### config.mk
export PLATFORM = sky130hd
export DESIGN_NAME = apis_ctrl
export DESIGN_NICKNAME = d
export VERILOG_FILES = /design/src/hdl/apis_pkg.sv /design/src/hdl/apis_sel_decode.sv /design/src/hdl/apis_cycle_timer.sv /design/src/hdl/apis_ctrl.sv
export VERILOG_INCLUDE_DIRS = /design/src /design/src/hdl
export SDC_FILE = /design/constraint.sdc
export NUM_CORES = 1
export LEC_CHECK = 0
export ABC_AREA = 1
export BUFFER_PORTS_ARGS = -buffer_cell sky130_fd_sc_hd__clkbuf_2
export CORE_AREA = 2 2 105 107
export DETAILED_ROUTE_END_ITERATION = 8
export DIE_AREA = 0 0 107 109
export PLACE_DENSITY = 0.72
export SYNTH_ARGS = -nofsm -noshare
export SYNTH_HDL_FRONTEND = slang
export SYNTH_SLANG_ARGS = --single-unit
### constraint.sdc
create_clock -name clk -period 2.9 [get_ports clk]
set_clock_uncertainty 0.2 [all_clocks]
set_input_delay 0.29 -clock clk [delete_from_list [all_inputs] [get_ports clk]]
set_output_delay 0.29 -clock clk [all_outputs]
set_load 0.02 [all_outputs]
### src/hdl/apis_consts.svh
// Offsets, field positions, reset values and timing counts of the block
`ifndef APIS_CONSTS_SVH
`define APIS_CONSTS_SVH

`define APIS_CLK_KHZ          10000
`define APIS_T_WAKE_FAST_US   100
`define APIS_T_WAKE_SLOW_US   2500
`define APIS_T_TEMP_CONV_US   2200
`define APIS_T_VOLT_CONV_US   1100
`define APIS_T_SHDN_MIN_US    5000
`define APIS_US_TO_CYC(us)    ((((us) * `APIS_CLK_KHZ) + 999) / 1000)

`define APIS_OFS_CMD          4'h0
`define APIS_OFS_STATUS       4'h1
`define APIS_OFS_RESULT       4'h2

`define APIS_CFG_REF_BIT      0
`define APIS_CFG_PM_LSB       1
`define APIS_CFG_PM_MSB       2
`define APIS_CFG_ZERO_LSB     3
`define APIS_CFG_ZERO_MSB     6
`define APIS_CFG_ZERO_VAL     4'h0
`define APIS_CONV_TAG_LSB     4
`define APIS_CONV_TAG_MSB     6
`define APIS_CONV_TAG_VAL     3'h2
`define APIS_CONV_SEL_MSB     3

`define APIS_ST_BUSY_BIT      0
`define APIS_ST_VALID_BIT     1
`define APIS_ST_BADSEL_BIT    2
`define APIS_ST_REF_BIT       3
`define APIS_ST_PM_LSB        4
`define APIS_ST_PM_MSB        5

`define APIS_RST_PM           2'h0
`define APIS_RST_REF          1'h0

`endif

### src/hdl/apis_pkg.sv
// Types shared by the power and input select control block
package apis_pkg;

	typedef enum logic [1:0] {
		APIS_PM_SHUTDOWN  = 2'h0,
		APIS_PM_STBY_PLUS = 2'h1,
		APIS_PM_STBY      = 2'h2,
		APIS_PM_NORMAL    = 2'h3
	} apis_pm_e;

	typedef enum logic [1:0] {
		APIS_MEAS_VOLT   = 2'h0,
		APIS_MEAS_SUPPLY = 2'h1,
		APIS_MEAS_TEMP   = 2'h2,
		APIS_MEAS_UNDEF  = 2'h3
	} apis_meas_e;

	typedef enum logic [3:0] {
		APIS_NODE_NONE            = 4'h0,
		APIS_NODE_ANALOG_IN_ZERO  = 4'h1,
		APIS_NODE_ANALOG_IN_ONE   = 4'h2,
		APIS_NODE_ANALOG_IN_TWO   = 4'h3,
		APIS_NODE_ANALOG_IN_THREE = 4'h4,
		APIS_NODE_ANALOG_IN_FOUR  = 4'h5,
		APIS_NODE_ANALOG_IN_COMMON = 4'h6,
		APIS_NODE_VDD_QUARTER     = 4'h7,
		APIS_NODE_GROUND          = 4'h8,
		APIS_NODE_DIODE_ANODE     = 4'h9,
		APIS_NODE_DIODE_CATHODE   = 4'hA
	} apis_node_e;

	typedef enum logic [4:0] {
		APIS_ST_IDLE  = 5'h01,
		APIS_ST_WAKE  = 5'h02,
		APIS_ST_VOLT  = 5'h04,
		APIS_ST_TEMP1 = 5'h08,
		APIS_ST_TEMP2 = 5'h10
	} apis_fsm_e;

	typedef struct packed {
		logic adc_core;
		logic osc;
		logic ref_buffer;
		logic ref_core;
		logic temp_circuit;
	} apis_power_s;

endpackage : apis_pkg

### src/hdl/apis_sel_decode.sv
// Input selector decode into measurement kind and multiplexer nodes
`timescale 1ns/1ps
module apis_sel_decode
	import apis_pkg::*;
(
	input  wire logic [3:0] input_select,
	output apis_meas_e      kind,
	output apis_node_e      node_pos,
	output apis_node_e      node_neg
);

	always_comb begin
		kind     = APIS_MEAS_VOLT;
		node_pos = APIS_NODE_NONE;
		node_neg = APIS_NODE_ANALOG_IN_COMMON;
		case (input_select)
			4'h0: node_pos = APIS_NODE_ANALOG_IN_ZERO;
			4'h1: node_pos = APIS_NODE_ANALOG_IN_ONE;
			4'h2: node_pos = APIS_NODE_ANALOG_IN_TWO;
			4'h3: node_pos = APIS_NODE_ANALOG_IN_THREE;
			4'h4: node_pos = APIS_NODE_ANALOG_IN_FOUR;
			4'h6: node_pos = APIS_NODE_ANALOG_IN_COMMON;
			4'h7: begin
				kind     = APIS_MEAS_TEMP;
				node_pos = APIS_NODE_DIODE_ANODE;
				node_neg = APIS_NODE_DIODE_CATHODE;
			end
			4'h8: begin
				node_pos = APIS_NODE_ANALOG_IN_ZERO;
				node_neg = APIS_NODE_ANALOG_IN_ONE;
			end
			4'h9: begin
				node_pos = APIS_NODE_ANALOG_IN_TWO;
				node_neg = APIS_NODE_ANALOG_IN_THREE;
			end
			4'hB: begin
				kind     = APIS_MEAS_SUPPLY;
				node_pos = APIS_NODE_VDD_QUARTER;
				node_neg = APIS_NODE_GROUND;
			end
			4'hC: begin
				kind     = APIS_MEAS_TEMP;
				node_pos = APIS_NODE_ANALOG_IN_ZERO;
				node_neg = APIS_NODE_ANALOG_IN_ONE;
			end
			4'hD: begin
				kind     = APIS_MEAS_TEMP;
				node_pos = APIS_NODE_ANALOG_IN_TWO;
				node_neg = APIS_NODE_ANALOG_IN_THREE;
			end
			default: begin
				kind     = APIS_MEAS_UNDEF;
				node_neg = APIS_NODE_NONE;
			end
		endcase
	end

endmodule : apis_sel_decode

### src/hdl/apis_cycle_timer.sv
// Loadable down counter that flags the last cycle of an interval
`timescale 1ns/1ps
module apis_cycle_timer
	import apis_pkg::*;
#(
	parameter int CNT_W = 16
) (
	input  wire logic             clk,
	input  wire logic             reset,
	input  wire logic             load,
	input  wire logic [CNT_W-1:0] load_value,
	output logic                  busy,
	output logic                  done
);

	typedef struct packed {
		logic [CNT_W-1:0] cnt;
		logic             run;
	} apis_timer_state_s;

	apis_timer_state_s s_q;
	apis_timer_state_s s_d;

	always_comb begin
		s_d = s_q;
		if (load) begin
			s_d.cnt = load_value;
			s_d.run = 1'b1;
		end else if (s_q.run) begin
			s_d.cnt = s_q.cnt - 1'b1;
			if (s_q.cnt == CNT_W'(1))
				s_d.run = 1'b0;
		end
	end

	always_ff @(posedge clk) begin
		if (reset)
			s_q <= '0;
		else
			s_q <= s_d;
	end

	assign busy = s_q.run;
	assign done = s_q.run && (s_q.cnt == CNT_W'(1));
endmodule : apis_cycle_timer

### src/hdl/apis_ctrl.sv
// Power mode and input select control of the temperature and voltage ADC
//
// Overview of operation
// - Power bits pick shutdown, standby-plus, standby, normal
// - Standby-plus keeps reference buffer on, fast wake
// - External reference makes standby-plus equal standby, except temperature wake (fast vs slow)
// - Shutdown powers everything off, clears data
// - Selector decodes voltage inputs; some codes undefined
// - Codes 0111, 1100, 1101 start temperature
// - Supply monitor samples quarter supply against ground
// - Temperature runs two bias steps, then subtract
// - Temperature result in eighth-kelvin steps
// - Temperature always uses internal reference
// - Temperature conversion lasts 2.2ms
// - Config byte: power bits 2:1, reference bit 0
// - Conversion byte: tag 010, selector 3:0, starts
// - Power-up enters shutdown mode
`timescale 1ns/1ps
`include "apis_consts.svh"
module apis_ctrl
	import apis_pkg::*;
#(
	parameter int ADDR_W        = 4,
	parameter int DATA_W        = 16,
	parameter int SAMPLE_W      = 12,
	parameter int CNT_W         = 16,
	parameter int WAKE_FAST_CYC = `APIS_US_TO_CYC(`APIS_T_WAKE_FAST_US),
	parameter int WAKE_SLOW_CYC = `APIS_US_TO_CYC(`APIS_T_WAKE_SLOW_US),
	parameter int TEMP_CYC      = `APIS_US_TO_CYC(`APIS_T_TEMP_CONV_US),
	parameter int VOLT_CYC      = `APIS_US_TO_CYC(`APIS_T_VOLT_CONV_US)
) (
	input  wire logic                clk,
	input  wire logic                reset,
	input  wire logic [ADDR_W-1:0]   reg_addr,
	input  wire logic [DATA_W-1:0]   reg_wdata,
	input  wire logic                reg_write,
	input  wire logic                reg_read,
	output logic      [DATA_W-1:0]   reg_rdata,
	input  wire logic [SAMPLE_W-1:0] adc_sample_data,
	input  wire logic                adc_sample_valid,
	output logic                     adc_sample_start,
	output logic                     bias_step_high,
	output logic                     ref_internal_sel,
	output logic      [3:0]          mux_pos,
	output logic      [3:0]          mux_neg,
	output logic                     adc_core_on,
	output logic                     osc_on,
	output logic                     ref_buffer_on,
	output logic                     ref_core_on,
	output logic                     temp_circuit_on,
	output logic                     conversion_strobe
);

	localparam int TEMP_HALF = TEMP_CYC / 2;

	typedef struct packed {
		apis_fsm_e             fsm;
		apis_pm_e              pm;
		logic                  ref_int;
		apis_meas_e            kind;
		apis_node_e            pos;
		apis_node_e            neg;
		apis_power_s           pwr;
		logic                  ref_int_sel;
		logic                  bias_high;
		logic                  sample_start;
		logic                  strobe;
		logic [SAMPLE_W-1:0]   capt;
		logic [SAMPLE_W-1:0]   phase1;
		logic [SAMPLE_W-1:0]   result;
		logic                  result_valid;
		logic                  is_temp;
		logic                  bad_sel;
		logic [DATA_W-1:0]     rdata;
		logic [CNT_W-1:0]      dwell;
	} apis_ctrl_state_s;

	apis_ctrl_state_s s_q;
	apis_ctrl_state_s s_d;

	apis_meas_e       dec_kind;
	apis_node_e       dec_pos;
	apis_node_e       dec_neg;
	logic             tmr_load;
	logic [CNT_W-1:0] tmr_value;
	logic             tmr_done;
	logic             go_conv;
	logic             finish;
	logic             use_int;
	logic             fast;
	logic             is_cfg;
	logic             is_conv;
	logic [SAMPLE_W-1:0] cap_now;

	// Power pattern held between conversions
	function automatic apis_power_s idle_power(apis_pm_e pm, logic ref_int);
		apis_power_s p;
		p = '0;
		case (pm)
			APIS_PM_NORMAL: begin
				p.adc_core   = 1'b1;
				p.osc        = 1'b1;
				p.ref_core   = 1'b1;
				p.ref_buffer = ref_int;
			end
			APIS_PM_STBY_PLUS: begin
				p.ref_core   = 1'b1;
				p.ref_buffer = ref_int;
			end
			APIS_PM_STBY: p.ref_core = 1'b1;
			default: p = '0;
		endcase
		return p;
	endfunction : idle_power

	apis_sel_decode u_decode (
		.input_select (reg_wdata[`APIS_CONV_SEL_MSB:0]),
		.kind         (dec_kind),
		.node_pos     (dec_pos),
		.node_neg     (dec_neg)
	);

	apis_cycle_timer #(
		.CNT_W (CNT_W)
	) u_timer (
		.clk        (clk),
		.reset      (reset),
		.load       (tmr_load),
		.load_value (tmr_value),
		.busy       (),
		.done       (tmr_done)
	);

	// Command byte classification
	assign is_cfg = reg_write && (reg_addr == `APIS_OFS_CMD)
		&& (reg_wdata[`APIS_CFG_ZERO_MSB:`APIS_CFG_ZERO_LSB]
		== `APIS_CFG_ZERO_VAL);
	assign is_conv = reg_write && (reg_addr == `APIS_OFS_CMD)
		&& (reg_wdata[`APIS_CONV_TAG_MSB:`APIS_CONV_TAG_LSB]
		== `APIS_CONV_TAG_VAL);
	assign cap_now = adc_sample_valid ? adc_sample_data : s_q.capt;

	always_comb begin
		s_d              = s_q;
		s_d.sample_start = 1'b0;
		s_d.rdata        = '0;
		tmr_load         = 1'b0;
		tmr_value        = '0;
		go_conv          = 1'b0;
		finish           = 1'b0;
		use_int          = s_q.ref_int || (dec_kind == APIS_MEAS_TEMP);
		fast             = use_int ? (s_q.pm == APIS_PM_STBY_PLUS)
			: (s_q.pm != APIS_PM_SHUTDOWN);
		// Status read clears the sticky flag; a new set below wins
		if (reg_read && (reg_addr == `APIS_OFS_STATUS))
			s_d.bad_sel = 1'b0;
		case (s_q.fsm)
			APIS_ST_IDLE: begin
				if (is_cfg) begin
					s_d.pm          = apis_pm_e'(reg_wdata[
						`APIS_CFG_PM_MSB:`APIS_CFG_PM_LSB]);
					s_d.ref_int     = reg_wdata[`APIS_CFG_REF_BIT];
					s_d.ref_int_sel = s_d.ref_int;
					s_d.pwr         = idle_power(s_d.pm, s_d.ref_int);
					if (s_d.pm == APIS_PM_SHUTDOWN) begin
						s_d.capt         = '0;
						s_d.phase1       = '0;
						s_d.result       = '0;
						s_d.result_valid = 1'b0;
						s_d.is_temp      = 1'b0;
					end
				end else if (is_conv) begin
					if (dec_kind == APIS_MEAS_UNDEF) begin
						s_d.bad_sel = 1'b1;
					end else begin
						s_d.kind         = dec_kind;
						s_d.pos          = dec_pos;
						s_d.neg          = dec_neg;
						s_d.strobe       = 1'b0;
						s_d.bias_high    = 1'b0;
						s_d.ref_int_sel  = use_int;
						s_d.pwr.adc_core = 1'b1;
						s_d.pwr.osc      = 1'b1;
						s_d.pwr.ref_core = 1'b1;
						s_d.pwr.ref_buffer = use_int;
						s_d.pwr.temp_circuit =
							(dec_kind == APIS_MEAS_TEMP);
						if (s_q.pm == APIS_PM_NORMAL) begin
							go_conv = 1'b1;
						end else begin
							s_d.fsm   = APIS_ST_WAKE;
							tmr_load  = 1'b1;
							tmr_value = fast ? CNT_W'(WAKE_FAST_CYC)
								: CNT_W'(WAKE_SLOW_CYC);
						end
					end
				end
			end
			APIS_ST_WAKE: begin
				if (tmr_done)
					go_conv = 1'b1;
			end
			APIS_ST_VOLT: begin
				s_d.capt = cap_now;
				if (tmr_done) begin
					s_d.result  = cap_now;
					s_d.is_temp = 1'b0;
					finish      = 1'b1;
				end
			end
			APIS_ST_TEMP1: begin
				s_d.capt = cap_now;
				if (tmr_done) begin
					s_d.phase1       = cap_now;
					s_d.fsm          = APIS_ST_TEMP2;
					s_d.bias_high    = 1'b1;
					s_d.sample_start = 1'b1;
					tmr_load         = 1'b1;
					tmr_value        = CNT_W'(TEMP_CYC - TEMP_HALF);
				end
			end
			APIS_ST_TEMP2: begin
				s_d.capt = cap_now;
				if (tmr_done) begin
					s_d.result  = cap_now - s_q.phase1;
					s_d.is_temp = 1'b1;
					finish      = 1'b1;
				end
			end
			default: s_d.fsm = APIS_ST_IDLE;
		endcase
		if (go_conv) begin
			s_d.sample_start = 1'b1;
			tmr_load         = 1'b1;
			if (s_d.kind == APIS_MEAS_TEMP) begin
				s_d.fsm   = APIS_ST_TEMP1;
				tmr_value = CNT_W'(TEMP_HALF);
			end else begin
				s_d.fsm   = APIS_ST_VOLT;
				tmr_value = CNT_W'(VOLT_CYC);
			end
		end
		if (finish) begin
			s_d.fsm          = APIS_ST_IDLE;
			s_d.result_valid = 1'b1;
			s_d.strobe       = 1'b1;
			s_d.bias_high    = 1'b0;
			s_d.ref_int_sel  = s_q.ref_int;
			s_d.pwr          = idle_power(s_q.pm, s_q.ref_int);
		end
		if (reg_read) begin
			case (reg_addr)
				`APIS_OFS_CMD:
					s_d.rdata = DATA_W'({s_q.pm, s_q.ref_int});
				`APIS_OFS_STATUS: begin
					s_d.rdata[`APIS_ST_BUSY_BIT]  = (s_q.fsm != APIS_ST_IDLE);
					s_d.rdata[`APIS_ST_VALID_BIT] = s_q.result_valid;
					s_d.rdata[`APIS_ST_BADSEL_BIT] = s_q.bad_sel;
					s_d.rdata[`APIS_ST_REF_BIT]   = s_q.ref_int;
					s_d.rdata[`APIS_ST_PM_MSB:`APIS_ST_PM_LSB] = s_q.pm;
				end
				`APIS_OFS_RESULT: begin
					s_d.rdata[SAMPLE_W-1:0] = s_q.result;
					s_d.rdata[DATA_W-1]     = s_q.is_temp;
				end
				default: s_d.rdata = '0;
			endcase
		end
		s_d.dwell = (s_d.fsm != s_q.fsm) ? '0 : s_q.dwell + 1'b1;
	end

	always_ff @(posedge clk) begin
		if (reset) begin
			s_q         <= '0;
			s_q.fsm     <= APIS_ST_IDLE;
			s_q.pm      <= apis_pm_e'(`APIS_RST_PM);
			s_q.ref_int <= `APIS_RST_REF;
			s_q.strobe  <= 1'b1;
		end else begin
			s_q <= s_d;
		end
	end

	assign reg_rdata         = s_q.rdata;
	assign adc_sample_start  = s_q.sample_start;
	assign bias_step_high    = s_q.bias_high;
	assign ref_internal_sel  = s_q.ref_int_sel;
	assign mux_pos           = s_q.pos;
	assign mux_neg           = s_q.neg;
	assign adc_core_on       = s_q.pwr.adc_core;
	assign osc_on            = s_q.pwr.osc;
	assign ref_buffer_on     = s_q.pwr.ref_buffer;
	assign ref_core_on       = s_q.pwr.ref_core;
	assign temp_circuit_on   = s_q.pwr.temp_circuit;
	assign conversion_strobe = s_q.strobe;
endmodule : apis_ctrl

==> flow_summary.yaml <==
grt:
  grt_usage_pct: 21.9
  grt_pass1_wl_mm: 20.6
  grt_max_degree: 41
  gr-total-overflow: 0
  grt_pass1_vias: 4556
  antenna_found_initial: 0
timing:
  slew_violations: 0
  hold_viol: 0
  min_period_over_period_pct: 84.7
  rsz0062_at_grt: "no"
  fmax_mhz: 407
  worst_pin_slew_ps: 973
  hold_ws_ps: 63.7
  setup_tns_ps: 0
  period_minus_slack_ps: 2460
  setup_viol: 0
  slew_headroom_pct: 34.5
yosys:
  ys_ff_latch: 94
  synth_xor_area_share_pct: 1.78
  synthCells: 786
  yosysWarnings: 0
  syn_area_per_cell_um2: 6.90
  synth_async_sr_flop_share_pct: 0
  synth_area_leader_cell: "dfxtp_1"
  synthMuxAreaShare_pct: 0
  synthSimpleGateAreaFrac_pct: 32.4
  synth_edf_count: 0
  syn_area_mm2: 0.00543
  synth_ff_type: "dfxtp_1"
  synthTopCellsByArea: "dfxtp_1 (35%), nand2_1 (12%), a21oi_1 (7.5%)"
  ys_seq_area_share_pct: 34.7
  synth.distinct_cells: 49
  synthAdderAreaFrac_pct: 3.37
  synth_compound_area_share_pct: 15.6
  yosysTopAreaCellShare_pct: 34.7
  synth_top_family_by_area: "simple AND/OR/NAND/NOR gates"
cells_and_area:
  n_antenna_cell: 0
  drive_above_1_share_pct: 16.5
  layout_commonest_cell: "nand2_1"
  fillers: 1034
  final_cell_mix: "nand2_1 (172), dfxtp_1 (94), nor2_1 (85)"
  final_core_util_pct: 54.4
  area_growth_pct: 6.23
  nNetsFinal: 864
clock_network:
  root_buffer: "clkbuf_8"
  cts.clk_slew.worst_paths_ps: 100
  clock-sinks: 94
  post_cts_resized: 0
  cts_setup_buffers: 0
  h-tree-depth: 3
  hold_buffers: 0
  cts_made_buffers: 9
  clockBufferDepth: 2
  cts_tree: "built"
  clk_latency_ps: 380
floorplanning:
  die_area_mm2: 0.0117
  io_pins: 70
  row_count: 38
  die_h_um: 109
  core_area_mm2: 0.0106
  dieWidth_um: 107
  start_util_pct: 51.2
worst_setup_path:
  cp_cell_sequence: "o21a_1 -> inv_1 -> ha_1 -> fa_1 -> inv_1 -> nand3_1 -> nand2_1 -> a21oi_1 -> xor2_1 -> or2_2 -> a21oi_1"
  rr_worst_depth: 11
  reg2reg_from: "s_q[59]"
  path_max_fanout: 4
  timing_worst_setup_path_type: "register to register"
  startpoint_type: "register"
  max_stage_delay_ps: 390
  end_kind: "register"
  cp.arrival_ps: 2570
  rr_endpoint: "s_q[41]"
  rrSetupSlack_ps: 440
  cp_data_required_time_ps: 3010
  cp_slowest_cell: "fa_1"
routing:
  dr.first_iter.drc_count: 298
  firstDrtPassIters: 5
  route.detailed.drc: 0
  finalWirelength_mm: 12.4
  antenna_left: 0
  routed-via-count: 5049
  via_per_inst: 5.28
  wl_per_cell_um: 12.9
placement:
  hpwlAfterDp_mm: 9.36
  place_congestion: 0.961
  io_buffer_count: 56
hold_path:
  hold_class: "primary input to register"
  holdPathEnd: "reg_rdata[2]"
  hold_start: "reg_read"
  worstHoldPathCells: 5
flow_run:
  max-cap-violations: 0
pwr:
  p_leak_nw: 2.55
  peakVddDrop_v: 0.000285
  power_per_cell_area_mw_per_mm2: 541
status:
  status: "completed"
-- area by class of cell --
| class | count | area [um^2] | share of cell area, % |
|---|---|---|---|
| inverters | 88 | 335 | 5.82 |
| well taps | 140 | 175 | 3.04 |
| multi-input cells | 560 | 2900 | 50.3 |
| flip-flops and latches | 94 | 1880 | 32.7 |
| clock buffers | 9 | 124 | 2.15 |
| repair buffers | 60 | 310 | 5.38 |
| clock inverters | 6 | 38.8 | 0.673 |
-- logic make-up (layout without fill, tap and decap cells) --
| family | Yosys count | in the layout |
|---|---|---|
| other | 1 | 4 |
| buffers and inverters | 135 | 163 |
| and+or+nand+nor | 380 | 380 |
| AOI/OAI and AO/OA | 151 | 151 |
| DFF | 94 | 94 |
| adders and majority gates | 14 | 14 |
| xor gates and xnor gates | 11 | 11 |
-- how the worst max path moves through the flow --
| stage | start | to | cells past startpoint |
|---|---|---|---|
| detailed placement | adc_sample_valid | s_q[41] | 13 |
| floorplan | adc_sample_valid | s_q[41] | 14 |
| CTS | s_q[59] | s_q[41] | 11 |
| global route | s_q[59] | s_q[41] | 11 |
| global placement | adc_sample_valid | s_q[41] | 13 |
| finish | s_q[59] | s_q[41] | 11 |
-- flip-flops by register name, summed over array words and instances, names as in the netlist, 3 cells and up --
| name | count |
|---|---|
| s_q | 49 |
| mux_pos | 4 |
| reg_rdata | 13 |
| u_timer.s_q | 16 |
| mux_neg | 3 |
-- stage by stage --
step                setup slack [ps]  cells  power [mW]  area [um^2]
floorplan                        293    789        2.30         5440
detailed placement               269    942        2.36         5600
global placement                 330    942        2.34         5600
global route                     271    957        3.31         5760
finish                           444    957        3.12         5760
CTS                              459    957        3.13         5760
-- synthesized netlist by cell type (all sizes together) (8+ instances only) --
cell      n
nor3     10
clkbuf    8
ha       13
nand3    53
buf      39
o21ai    47
nor2    104
inv      85
nand2   188
dfxtp    94
nand4    15
xor2      8
a21oi    81
-- power breakdown --
| group | total [mW] | internal [mW] | switching (mW) |
|---|---|---|---|
| logic | 0.876 | 0.262 | 0.614 |
| clock network | 0.776 | 0.305 | 0.471 |
| registers | 1.47 | 1.40 | 0.0638 |
| total | 3.12 | 1.97 | 1.15 |
-- layer usage --
metal  vias up  global-route usage, %  share of wire [%]
li1       2583                      -                  -
met4         0                   7.42                1.6
met2       165                   35.0                 45
met5         -                      0                  0
met1      2286                   29.5                 48
met3        15                   4.60                6.1
-- worst max-delay path, delay by kind of cell (launching register included) --
family	cells	cell delay (ps)
buf+inv	2	190
flops	1	350
fa+ha+maj	2	600
simple gates	3	490
xor+xnor	1	140
compound gates	3	430
No activity file was read; power rests on OpenSTA's default activity.
